[src/verilog/timer_b_pkg.sv]
// Package for the type B timer register tail: offsets, reset values,
// counter modes and the bundles that carry the register bus and core inputs.
// Assumes one system clock; every user is on that clock.
package timer_b_pkg;

    // Byte offsets within the timer's register window
    localparam logic [3:0] OFS_STATUS     = 4'h7;
    localparam logic [3:0] OFS_DEBUG_RUN  = 4'h8;
    localparam logic [3:0] OFS_LATCH      = 4'h9;
    localparam logic [3:0] OFS_COUNT      = 4'ha;
    localparam logic [3:0] OFS_COMPARE    = 4'hc;
    localparam logic [3:0] OFS_HIGH_STEP  = 4'h1;

    // Field positions
    localparam int         RUN_BIT        = 0;
    localparam int         DEBUG_RUN_BIT  = 0;

    // Values after reset
    localparam logic [7:0]  LATCH_RESET   = 8'h00;
    localparam logic [15:0] COUNT_RESET   = 16'h0000;
    localparam logic [15:0] COMPARE_RESET = 16'h0000;
    localparam logic        DEBUG_RESET   = 1'b0;
    localparam logic [7:0]  READ_ZERO     = 8'h00;

    typedef enum logic [2:0] {
        MODE_PERIODIC,
        MODE_TIMEOUT,
        MODE_CAPT_EVENT,
        MODE_CAPT_FREQ,
        MODE_CAPT_PULSE,
        MODE_CAPT_FREQ_PULSE,
        MODE_SINGLE_SHOT,
        MODE_PWM8
    } count_mode_t;

    // Byte-wide register access from the processor or the debug interface
    typedef struct packed {
        logic       wr;
        logic       rd;
        logic [3:0] addr;
        logic [7:0] wdata;
    } bus_req_t;

    // Same-clock strobes and levels from the timer core
    typedef struct packed {
        count_mode_t mode;
        logic        counter_on;
        logic        tick;
        logic        restart;
        logic        capture;
    } core_in_t;

endpackage

[src/verilog/timer_b_counter_compare_regs.sv]
// Type B timer count, capture/compare and shared byte latch, plus debug run.
// Assumes byte-wide bus requests and core strobes on clk, and a cpu_halted
// level from the debug logic on the same clock.
`timescale 1ns/1ps
`default_nettype none

// Functional notes
// - Debug run clear: timer freezes and ignores events while processor is halted.
// - Debug run set: timer keeps running normally while processor is halted.
// - One readable, writable byte latch is shared by count, and by compare outside 8-bit PWM mode.
// - Count low byte at its base offset, high byte at base plus one.
// - A bus write to the count beats the counter's own update.
// - Compare low byte at its base offset, high byte at base plus one.
// - In capture modes the compare register takes the count at capture.
// - Periodic, timeout and single-shot modes use compare as the top value.
// - In 8-bit PWM mode compare bytes are two independent byte registers.
// - Run status reads 1 while counting, 0 when stopped; read only.
module timer_b_counter_compare_regs (
    input  wire logic                   clk,
    input  wire logic                   rst,
    input  wire timer_b_pkg::bus_req_t  bus,
    input  wire timer_b_pkg::core_in_t  core,
    input  wire logic                   cpu_halted,
    output logic [7:0]                  rdata,
    output logic [15:0]                 count_value,
    output logic [15:0]                 capture_compare_value,
    output logic                        debug_run,
    output logic                        run_status,
    output logic                        top_match
);
    import timer_b_pkg::*;

    logic [7:0] byte_latch;
    logic       active;
    logic       pwm;
    logic       top_mode;
    logic       capt_mode;
    logic       at_top;
    logic       count_step;
    logic       cnt_lo_wr;
    logic       cnt_hi_wr;
    logic       cmp_lo_wr;
    logic       cmp_hi_wr;
    logic       cnt_lo_rd;
    logic       cmp_lo_rd;
    logic [7:0] next_rdata;

    // Halt gating: every core strobe below is qualified by this
    assign active    = !cpu_halted || debug_run;
    assign pwm       = (core.mode == MODE_PWM8);
    assign top_mode  = (core.mode == MODE_PERIODIC) || (core.mode == MODE_TIMEOUT)
                       || (core.mode == MODE_SINGLE_SHOT);
    assign capt_mode = (core.mode == MODE_CAPT_EVENT) || (core.mode == MODE_CAPT_FREQ)
                       || (core.mode == MODE_CAPT_PULSE)
                       || (core.mode == MODE_CAPT_FREQ_PULSE);
    // PWM wraps on the low compare byte only
    assign at_top    = pwm ? (count_value[7:0] == capture_compare_value[7:0])
                           : (top_mode && count_value == capture_compare_value);
    assign count_step = active && core.tick && core.counter_on;

    assign cnt_lo_wr = bus.wr && bus.addr == OFS_COUNT;
    assign cnt_hi_wr = bus.wr && bus.addr == OFS_COUNT + OFS_HIGH_STEP;
    assign cmp_lo_wr = bus.wr && bus.addr == OFS_COMPARE;
    assign cmp_hi_wr = bus.wr && bus.addr == OFS_COMPARE + OFS_HIGH_STEP;
    assign cnt_lo_rd = bus.rd && bus.addr == OFS_COUNT;
    assign cmp_lo_rd = bus.rd && bus.addr == OFS_COMPARE;

    // Debug run control bit
    always_ff @(posedge clk or posedge rst) begin
        if (rst) begin
            debug_run <= DEBUG_RESET;
        end else if (bus.wr && bus.addr == OFS_DEBUG_RUN) begin
            debug_run <= bus.wdata[DEBUG_RUN_BIT];
        end
    end

    // Shared latch; one register serves count, and compare outside PWM mode
    always_ff @(posedge clk or posedge rst) begin
        if (rst) begin
            byte_latch <= LATCH_RESET;
        end else if (bus.wr && bus.addr == OFS_LATCH) begin
            byte_latch <= bus.wdata;
        end else if (cnt_lo_wr || (cmp_lo_wr && !pwm)) begin
            byte_latch <= bus.wdata;
        end else if (cnt_lo_rd) begin
            byte_latch <= count_value[15:8];
        end else if (cmp_lo_rd && !pwm) begin
            byte_latch <= capture_compare_value[15:8];
        end
    end

    // Count; bus commit is checked first so it wins over the core
    always_ff @(posedge clk or posedge rst) begin
        if (rst) begin
            count_value <= COUNT_RESET;
        end else if (cnt_hi_wr) begin
            count_value <= {bus.wdata, byte_latch};
        end else if (active && core.restart) begin
            count_value <= COUNT_RESET;
        end else if (count_step && at_top) begin
            count_value <= COUNT_RESET;
        end else if (count_step) begin
            count_value <= count_value + 16'h0001;
        end
    end

    // Capture/compare register
    always_ff @(posedge clk or posedge rst) begin
        if (rst) begin
            capture_compare_value <= COMPARE_RESET;
        end else if (cmp_hi_wr && pwm) begin
            capture_compare_value[15:8] <= bus.wdata;
        end else if (cmp_hi_wr) begin
            capture_compare_value <= {bus.wdata, byte_latch};
        end else if (cmp_lo_wr && pwm) begin
            capture_compare_value[7:0] <= bus.wdata;
        end else if (active && core.capture && capt_mode) begin
            capture_compare_value <= count_value;
        end
    end

    // Status flags; run status has no write path at all
    always_ff @(posedge clk or posedge rst) begin
        if (rst) begin
            run_status <= 1'b0;
            top_match  <= 1'b0;
        end else begin
            run_status <= core.counter_on && active;
            top_match  <= count_step && at_top && !cnt_hi_wr;
        end
    end

    // Read mux; high count byte reads the latch so the pair stays atomic
    always_comb begin
        next_rdata = READ_ZERO;
        unique case (bus.addr)
            OFS_STATUS:    next_rdata[RUN_BIT] = run_status;
            OFS_DEBUG_RUN: next_rdata[DEBUG_RUN_BIT] = debug_run;
            OFS_LATCH:     next_rdata = byte_latch;
            OFS_COUNT:     next_rdata = count_value[7:0];
            OFS_COUNT + OFS_HIGH_STEP: next_rdata = byte_latch;
            OFS_COMPARE:   next_rdata = capture_compare_value[7:0];
            OFS_COMPARE + OFS_HIGH_STEP:
                next_rdata = pwm ? capture_compare_value[15:8] : byte_latch;
            default:       next_rdata = READ_ZERO;
        endcase
    end

    always_ff @(posedge clk or posedge rst) begin
        if (rst) begin
            rdata <= READ_ZERO;
        end else if (bus.rd) begin
            rdata <= next_rdata;
        end
    end
endmodule

`default_nettype wire

[config.mk]
export PLATFORM = sky130hd
export DESIGN_NAME = timer_b_counter_compare_regs
export DESIGN_NICKNAME = d
export VERILOG_FILES = /design/src/verilog/timer_b_pkg.sv /design/src/verilog/timer_b_counter_compare_regs.sv
export SDC_FILE = /design/constraint.sdc
export NUM_CORES = 1
export LEC_CHECK = 0
export BUFFER_PORTS_ARGS = -buffer_cell sky130_fd_sc_hd__buf_2
export CAP_MARGIN = 20
export CORE_MARGIN = 4
export CORE_UTILIZATION = 30
export CTS_CLUSTER_DIAMETER = 120
export CTS_CLUSTER_SIZE = 28
export DETAILED_ROUTE_END_ITERATION = 10
export SLEW_MARGIN = 20
export SYNTH_ARGS = -nofsm -noshare
export SYNTH_HDL_FRONTEND = slang
export SYNTH_SLANG_ARGS = --single-unit
export TNS_END_PERCENT = 1
[constraint.sdc]
create_clock -name clk -period 2.45 [get_ports clk]
set_input_delay 0.245 -clock clk [delete_from_list [all_inputs] [get_ports clk]]
set_output_delay 0.245 -clock clk [all_outputs]
set_load 0.02 [all_outputs]
# Word level (Yosys, flattened, before mapping)
# Cells that the tools add are included.
dict set report classes {
  n_mux 17
  n_addsub 1
  bitwise 1
  n_eq_ne 17
  reduce_logical 39
}
# op n
set op_table {}
lappend op_table {{2-to-1 mux 16 bit} 6}
lappend op_table {{2-to-1 mux 8 bit} 8}
lappend op_table {{case mux 7 bit (4 select lines)} 1}
lappend op_table {{== test 4 bit (second input constant)} 6}
lappend op_table {{logical AND 1 bit} 21}
lappend op_table {{adder 16 x 1 -> 16 bit (second input constant)} 1}
lappend op_table {{== test 16 bit} 1}
lappend op_table {{== test 3 bit (second input constant)} 4}
lappend op_table {{== test 8 bit} 1}
lappend op_table {{nonzero test 4 bit} 2}
lappend op_table {{logical OR 1 bit} 7}
lappend op_table {{== test 3 x 2 -> 1 bit (second input constant)} 2}
lappend op_table {{case mux 1 bit (6 select lines)} 1}
lappend op_table {{nonzero test 3 bit} 2}
lappend op_table {{== test 4 x 3 -> 1 bit (second input constant)} 1}
lappend op_table {{AND reduction 2 bit} 2}
lappend op_table {{== test 3 x 1 -> 1 bit (second input constant)} 1}
lappend op_table {{logical NOT 1 bit} 3}
lappend op_table {{logical NOT 3 bit} 1}
lappend op_table {{inequality test 3 bit (second input constant)} 1}
lappend op_table {{OR reduction 2 bit} 1}
lappend op_table {{2-to-1 mux 1 bit} 1}
lappend op_table {{inverter 1 bit} 1}
dict set report word_totals {
  output_inout_bits 43
  elab_cells 83
  input_bits 24
  ff_bits 51
}

# Longest topological paths before layout
# Gate-level depths: netlist of the first run.
dict set report logic_depth {
  ltp_word 9
  ltp_mapped 7
  depth_no_buf 6
}

# Worst setup path after synthesis of the first run
# OpenSTA, ideal clock, no wires.
dict set report synth_timing {
  path_kind {reg-to-reg}
  startpoint {reg count_value[4]}
  endpoint {reg count_value[5]}
  setup_time_ns 0.126
  required_time_ns 2.324
  path_slack_ns 0.468
  period_less_slack_ns 1.982
  n_path_buf 2
  path_stages_with_launch 8
  t_arrival_ns 1.856
  path_cell_list {dfrtp_1 buf_4 xnor2_1 nand4_1 nor3_1 a41oi_4 buf_6 a221o_1}
}
dict set report synth_via {
  elab_chain_len 7
  word_cells_on_any_way 11
  cone_classes {add/sub (1); eq/ne (2); mux (5); reduce/logical (3)}
}
# item line
set synth_rtl {}
lappend synth_rtl {{from (decl)} timer_b_counter_compare_regs.sv:25} ;# output logic [15:0] count_value,
lappend synth_rtl {{from (signal assigned)} timer_b_counter_compare_regs.sv:97} ;# count_value <= {bus.wdata, byte_latch};
lappend synth_rtl {{from (signal assigned)} timer_b_counter_compare_regs.sv:103} ;# count_value <= count_value + 16'h0001;
lappend synth_rtl {{parallel branches: the longest is 7 deep, another holds adder 16 x 1 -> 16 bit} --}
# Parallel ways; which one is timed is not known. The select of a mux whose other input is x is not followed.
# A chain may end at the register's enable or synchronous reset.

# Worst setup path in the final report of the first run
dict set report layout_timing {
  startpoint {reg count_value[3]}
  endpoint {reg count_value[4]}
}
# The elaborated chain is that of the path after synthesis.

==> metrics.md, run 1 <==
| Metric | Value |
|---|---|
| Initial DRC Count | `317` |
| R2R Setup Slk | `380 ps` |
| First-pass GRT wire length | `18300 µm` |
| Syn. warnings | `0` |
| Post-synthesis net count | `387` |
| Yosys reg bits | `51` |
| Final net count | `457` |
| Synth top area cells | `dfrtp_1, mux2i_1, xnor2_1` |
| WL final | `11900 µm` |
| Die area | `12900 µm²` |
| Count of pins over their slew limit | `0` |
| Hold Fails Final Rpt | `0` |
| Core area | `10900 µm²` |
| P per Cell Area | `577 nW/µm²` |
| Main flop type after synthesis | `dfrtp_1` |
| Vias per cell | `5.73` |
| RR Endpoint | `count_value[4]$_DFFE_PP0P_` |
| Setup bufs post-CTS | `0` |
| Share of cells above drive strength 1 | `26.6%` |
| Post-route setup TNS | `0 ps` |
| ANT nets after route | `0` |
| Setup crit start kind | `flop` |
| Post-synthesis instance total | `362` |
| Commonest non-fill, non-tap cell in the layout | `buf_2` |
| CP Class | `flop to flop` |
| Clock Latency Late Sink | `320 ps` |
| Worst-path clk slew | `100 ps` |
| CTS Sinks | `51` |
| Yosys top cell by area | `dfrtp_1` |
| R2R depth | `5` |
| Setup Viol. Count Final | `0` |
| Clk_skew | `8.62 ps` |
| Async S/R FF share, synth | `100%` |
| Total grt overflow | `0` |
| TritonCTS clock tree | `built` |
| CP endpoint | `count_value[4]$_DFFE_PP0P_` |
| Num rows | `38` |
| Worst vdd ir | `0.000213 V` |
| Global placement routability congestion | `0.904` |
| Slew Limit Headroom | `46.9%` |
| Post-synth EDFFs | `0` |
| All-layer global routing usage | `18.4%` |
| WL/cell | `20.8 µm` |
| Initial Utilization | `30.8%` |
| DRT Pass-1 Iters | `8` |
| Largest net degree at the start of global routing | `34` |
| CP arrival | `2280 ps` |
| Mapped Area | `3350 µm²` |
| Hold-fix buffers, CTS | `1` |
| Diodes inserted | `0` |
| Critical Path Start | `count_value[3]$_DFFE_PP0P_` |
| Pre-CTS WS | `299 ps` |
| Syn_area_per_cell | `9.27 µm²` |
| Post-DP HPWL | `8900 µm` |
| Cts repair resizes | `0` |
| Fin crit share | `84.4%` |
| RSZ-0062 raised after global routing | `false` |
| Share of the synthesized area in the top cell type | `38.0%` |
| Total number of vias | `3283` |
| MaxCap Viol Count | `0` |
| Port bufs | `66` |
| Final min period | `2070 ps` |
| Worst R2R Start | `count_value[3]$_DFFE_PP0P_` |
| Leakage | `1.94 nW` |
| Longest Clk Path Bufs | `2` |
| # IOs | `67` |
| DRC | `0` |
| Die Width | `114 µm` |
| Most frequent cells in the layout | `buf_2, dfrtp_1, nand2_1, o21ai_0, mux2i_1` |
| Number of global-route vias before repair | `3262` |
| Area Overhead vs Synth | `20.1%` |
| CTS Buf Count | `5` |
| Setup WS post-layout | `383 ps` |
| H-tree level count | `2` |
| Fmax | `484 MHz` |
| Hold Path Cell Cnt | `2` |
| CTS root buf | `clkbuf_8` |
| Worst Tran Pin Value | `792 ps` |
| Worst Hold Class | `input port to flop` |
| CP endpoint kind | `flop` |
| Outcome | `complete, no violations` |
| Die height | `114 µm` |
| Seq/Total Area, Yosys | `38.0%` |
| Synth cell types | `47` |
| Initial antenna violation count | `0` |
| Critical Path RT | `2660 ps` |
| Critical path peak fanout | `16` |
## report_power, final
group	internal, W	switching (W)	total [W]
Combinational	0.000249	0.000355	0.000604
Sequential	0.000931	0.000169	0.00110
Clock	0.000305	0.000316	0.000620
## area by class of cell
type                            count  area [µm²]
Timing Repair Buffer               89         505
Clock inverter                      3        43.8
Tap cell                          140         175
Sequential cell                    51        1280
Inverter                           20        75.1
Multi-Input combinational cell    265        1880
Clock buffer                        5        68.8
Fill cell                        1135        6860
## cell usage after synthesis (2+ instances only)
master     n
dfrtp_1   51
nand2_1   34
o21ai_0   34
mux2i_1   23
inv_1     20
xnor2_1   20
and3_1    19
a221o_1   16
nor2_1    16
clkbuf_1  15
nand3_1   13
xor2_1    12
mux2_2    10
buf_2      9
nand4_1    8
o221ai_1   8
a222oi_1   7
o22ai_1    7
nor3_1     4
and2_1     3
nand3b_1   3
a21oi_1    2
a31oi_1    2
nand3_2    2
o21ai_1    2
## logic make-up after synthesis
kind of cell | after synthesis | share of synthesized area (%)
AND/OR/NAND/NOR | 114 | 18.5
flip-flops | 51 | 38.0
XOR/XNOR | 32 | 8.36
buffers and inverters | 46 | 5.82
AO/OA/AOI/OAI | 85 | 18.7
adder cells (fa/ha/maj) | 1 | 0.373
multiplexers | 33 | 10.2
## layer usage
layer  vias up  share of wire, %  global-route usage (%)
met1      1608                41                    23.6
met4         0               3.6                    7.93
li1       1470                 -                       -
met2       173                47                    29.7
met3        32               8.7                    4.03
met5         -                 0                       0
## sequential cells by signal (all words and copies together) (netlist names)
| register | cells |
|---|---|
| capture_compare_value | 16 |
| count_value | 16 |
| byte_latch | 8 |
| rdata | 8 |
| debug_run | 1 |
| run_status | 1 |
| top_match | 1 |
## worst min path at each step
stage / slack, ps / end / start
after floorplan: 360 / capture_compare_value[10]$_DFFE_PP0P_ / bus[2]
after global placement: 290 / run_status$_DFF_PP0_ / rst
after detailed placement: 300 / rdata[3]$_DFFE_PP0P_ / rst
after CTS: 140 / run_status$_DFF_PP0_ / core[3]
after global routing: 150 / run_status$_DFF_PP0_ / core[3]
final: 150 / run_status$_DFF_PP0_ / core[3]
## stage by stage
stage	util [%]	area [µm²]	total power [W]	hold slack, ps	std cells
4_1_cts	37.0	4030	0.00233	143	573
6_report	37.0	4030	0.00232	149	573
2_1_floorplan	-	3350	0.00144	362	362
3_5_place_dp	35.9	3910	0.00171	297	564
5_1_grt	37.0	4030	0.00243	152	573
3_3_place_gp	35.9	3910	0.00171	295	564
## worst max-delay path: stages, from the launching register on
cell     delay, ps
dfrtp_1        490
xnor2_1        200
nand4_1        100
nor3_1         380
a41oi_4        360
a221o_1        410
(Power assumes the default switching activity.)
==> run 2, diff against run 1 <==
Clock period 2.45 ns to 1.85 ns, I/O delays scaled along.
==> run 2 against run 1 <==
  * Sequential share of layout area fell by 2.5 points
  * Sequential power grew 25%
  * Count of clock-buffer cells in the layout grew 2
  * Critical path type unchanged
==> metrics.md, run 2 (synthesis gave the netlist of run 1 again) <==
| Metric | Value |
|---|---|
| RR Endpoint | `count_value[13]$_DFFE_PP0P_` |
| Critical path peak fanout | `5 (-11)` |
| Area of the multi-input gates | `1920 µm² (+2.0%)` |
| Area Overhead vs Synth | `30.6%` |
| Post-Layout Cell Count | `614 (+7.2%)` |
| DRT Pass-1 Iters | `7 (-1)` |
| Post-DP HPWL | `9160 µm (+2.8%)` |
| Count of pins over their slew limit | `0 (unchanged)` |
| Clk_skew | `8.97 ps (+0.342 ps)` |
| CTS Buf Count | `5 (unchanged)` |
| Longest Clk Path Bufs | `2 (unchanged)` |
| Setup crit start kind | `flop` |
| Core area | `10900 µm² (unchanged)` |
| Initial Utilization | `30.8% (unchanged)` |
| Met3 Use GR | `3.82% (-0.21 points)` |
| Filler cells | `1097 (-3.3%)` |
| Die area | `12900 µm² (unchanged)` |
| R2R depth | `6 (+1)` |
| CP endpoint | `count_value[13]$_DFFE_PP0P_` |
| Port bufs | `66 (unchanged)` |
| Total grt overflow | `0 (unchanged)` |
| Num rows | `38 (unchanged)` |
| All-layer global routing usage | `18.5% (+0.18 points)` |
| Fin crit share | `95.8% (+11 points)` |
| Worst R2R Start | `count_value[1]$_DFFE_PP0P_` |
| Total number of vias | `3421 (+4.2%)` |
| Die Width | `114 µm (unchanged)` |
| Die height | `114 µm (unchanged)` |
| Setup WS post-layout | `76.9 ps (-306 ps)` |
| Routing usage on met2 | `30.3% (+0.63 points)` |
| TritonCTS clock tree | `built` |
| CP arrival | `1990 ps (-290 ps)` |
| P per Cell Area | `712 nW/µm² (+23%)` |
| Worst vdd ir | `0.000335 V (+57%)` |
| CTS Sinks | `51 (unchanged)` |
| Min-delay src | `core[3]` |
| Flip-flop and latch area | `1280 µm² (+0.29%)` |
| Critical Path Start | `count_value[1]$_DFFE_PP0P_` |
| Final net count | `498 (+9.0%)` |
| Setup bufs post-CTS | `0 (unchanged)` |
| DRC | `0 (unchanged)` |
| Final min period | `1770 ps (-294 ps)` |
| Global placement routability congestion | `0.915 (+1.2%)` |
| MaxCap Viol Count | `0 (unchanged)` |
| # IOs | `67 (unchanged)` |
| Outcome | `complete, no violations` |
| Dpl cells | `605 (+7.3%)` |
| Worst Hold Class | `input port to flop` |
| Post-route setup TNS | `0 ps (unchanged)` |
| WL/cell | `19.2 µm (-7.5%)` |
| ANT nets after route | `0 (unchanged)` |
| Hold Fails Final Rpt | `0 (unchanged)` |
| R2R Setup Slk | `80 ps (-310 ps)` |
| Met1 track demand over resource | `24.7% (+1.0 points)` |
| First-pass GRT wire length | `18500 µm (+1.1%)` |
| Initial DRC Count | `306 (-3.5%)` |
| CP Class | `flop to flop` |
| Largest regs | `capture_compare_value: 16 flops, count_value: 16 flops` |
| CP endpoint kind | `flop` |
| Worst-path clk slew | `100 ps (about the same)` |
| Initial antenna violation count | `0 (unchanged)` |
| Most frequent cells in the layout | `buf_2, buf_4, dfrtp_1` |
| Number of global-route vias before repair | `3273 (+0.34%)` |
| Critical Path RT | `2070 ps (-590 ps)` |
| Commonest non-fill, non-tap cell in the layout | `buf_2` |
| RSZ-0062 raised after global routing | `false` |
| Leakage | `2.16 nW (+11%)` |
| H-tree level count | `2 (unchanged)` |
| Largest net degree at the start of global routing | `20 (-41%)` |
| Share of cells above drive strength 1 | `34.6% (+8.0 points)` |
| Fmax | `564 MHz (+17%)` |
| Setup Viol. Count Final | `0 (unchanged)` |
| Diodes inserted | `0 (unchanged)` |
| Clock Latency Late Sink | `320 ps (about the same)` |
| Busiest grt layer | `met2` |
| WL final | `11800 µm (-0.88%)` |
| Slew Limit Headroom | `73.8% (+27 points)` |
| Vias per cell | `5.57 (-2.8%)` |
| Worst Tran Pin Value | `392 ps (-401 ps)` |
| CTS root buf | `clkbuf_8` |
| Pre-CTS WS | `59.1 ps (-240 ps)` |
[run 2: where the power goes]
part	switching [W]	internal, W	leakage, nW
Combinational	0.000563	0.000436	1.42
Clock	0.000400	0.000341	0.0505
Sequential	0.000145	0.00123	0.689
[run 2: final cells by class]
cell class,instances,area share [%]
multi-input cells,265,43.8
clock buffers,7,2.20
repair buffers,130,18.9
flip-flops and latches,51,29.2
well taps,140,4.00
clock inverters,1,0.171
inverters,20,1.71
[run 2: repair_timing]
item | in CTS | in global routing
endpoints found under the hold margin | 14 | 0
hold buffers | 1 | 0
setup endpoints to repair | 0 | 14
gates resized for setup | 0 | 4
[run 2: per-stage QoR]
stage	total power [W]	utilization (%)	instance area, µm²	hold slack, ps
finish	0.00312	40.2	4380	87.5
global route	0.00329	40.2	4380	77.9
CTS	0.00313	40.0	4360	85.7
detailed placement	0.00239	39.0	4240	167
global placement	0.00238	39.0	4240	168
floorplan	0.00191	-	3390	302
[run 2: layer usage]
layer | up-vias | share of wire [%] | routed length [µm]
li1 | 1552 | - | -
met1 | 1697 | 43 | 5080
met2 | 143 | 48 | 5680
met3 | 29 | 6.5 | 762
met4 | 0 | 2.3 | 267
met5 | - | 0 | 0
[run 2: worst max-delay path, stage by stage, from the launching register on]
cell,delay [ps]
dfrtp_1,440
and4_1,270
nand4_1,100
buf_4,190
nor3_1,240
xor2_1,110
a221o_1,330
[run 2: how the worst min path moves through the flow]
stage,endpoint,slack (ps),cells after the start
detailed placement,capture_compare_value[1]$_DFFE_PP0P_,170,2
global route,run_status$_DFF_PP0_,80,2
finish,run_status$_DFF_PP0_,90,2
floorplan,capture_compare_value[10]$_DFFE_PP0P_,300,2
CTS,run_status$_DFF_PP0_,90,2
global placement,capture_compare_value[1]$_DFFE_PP0P_,170,2
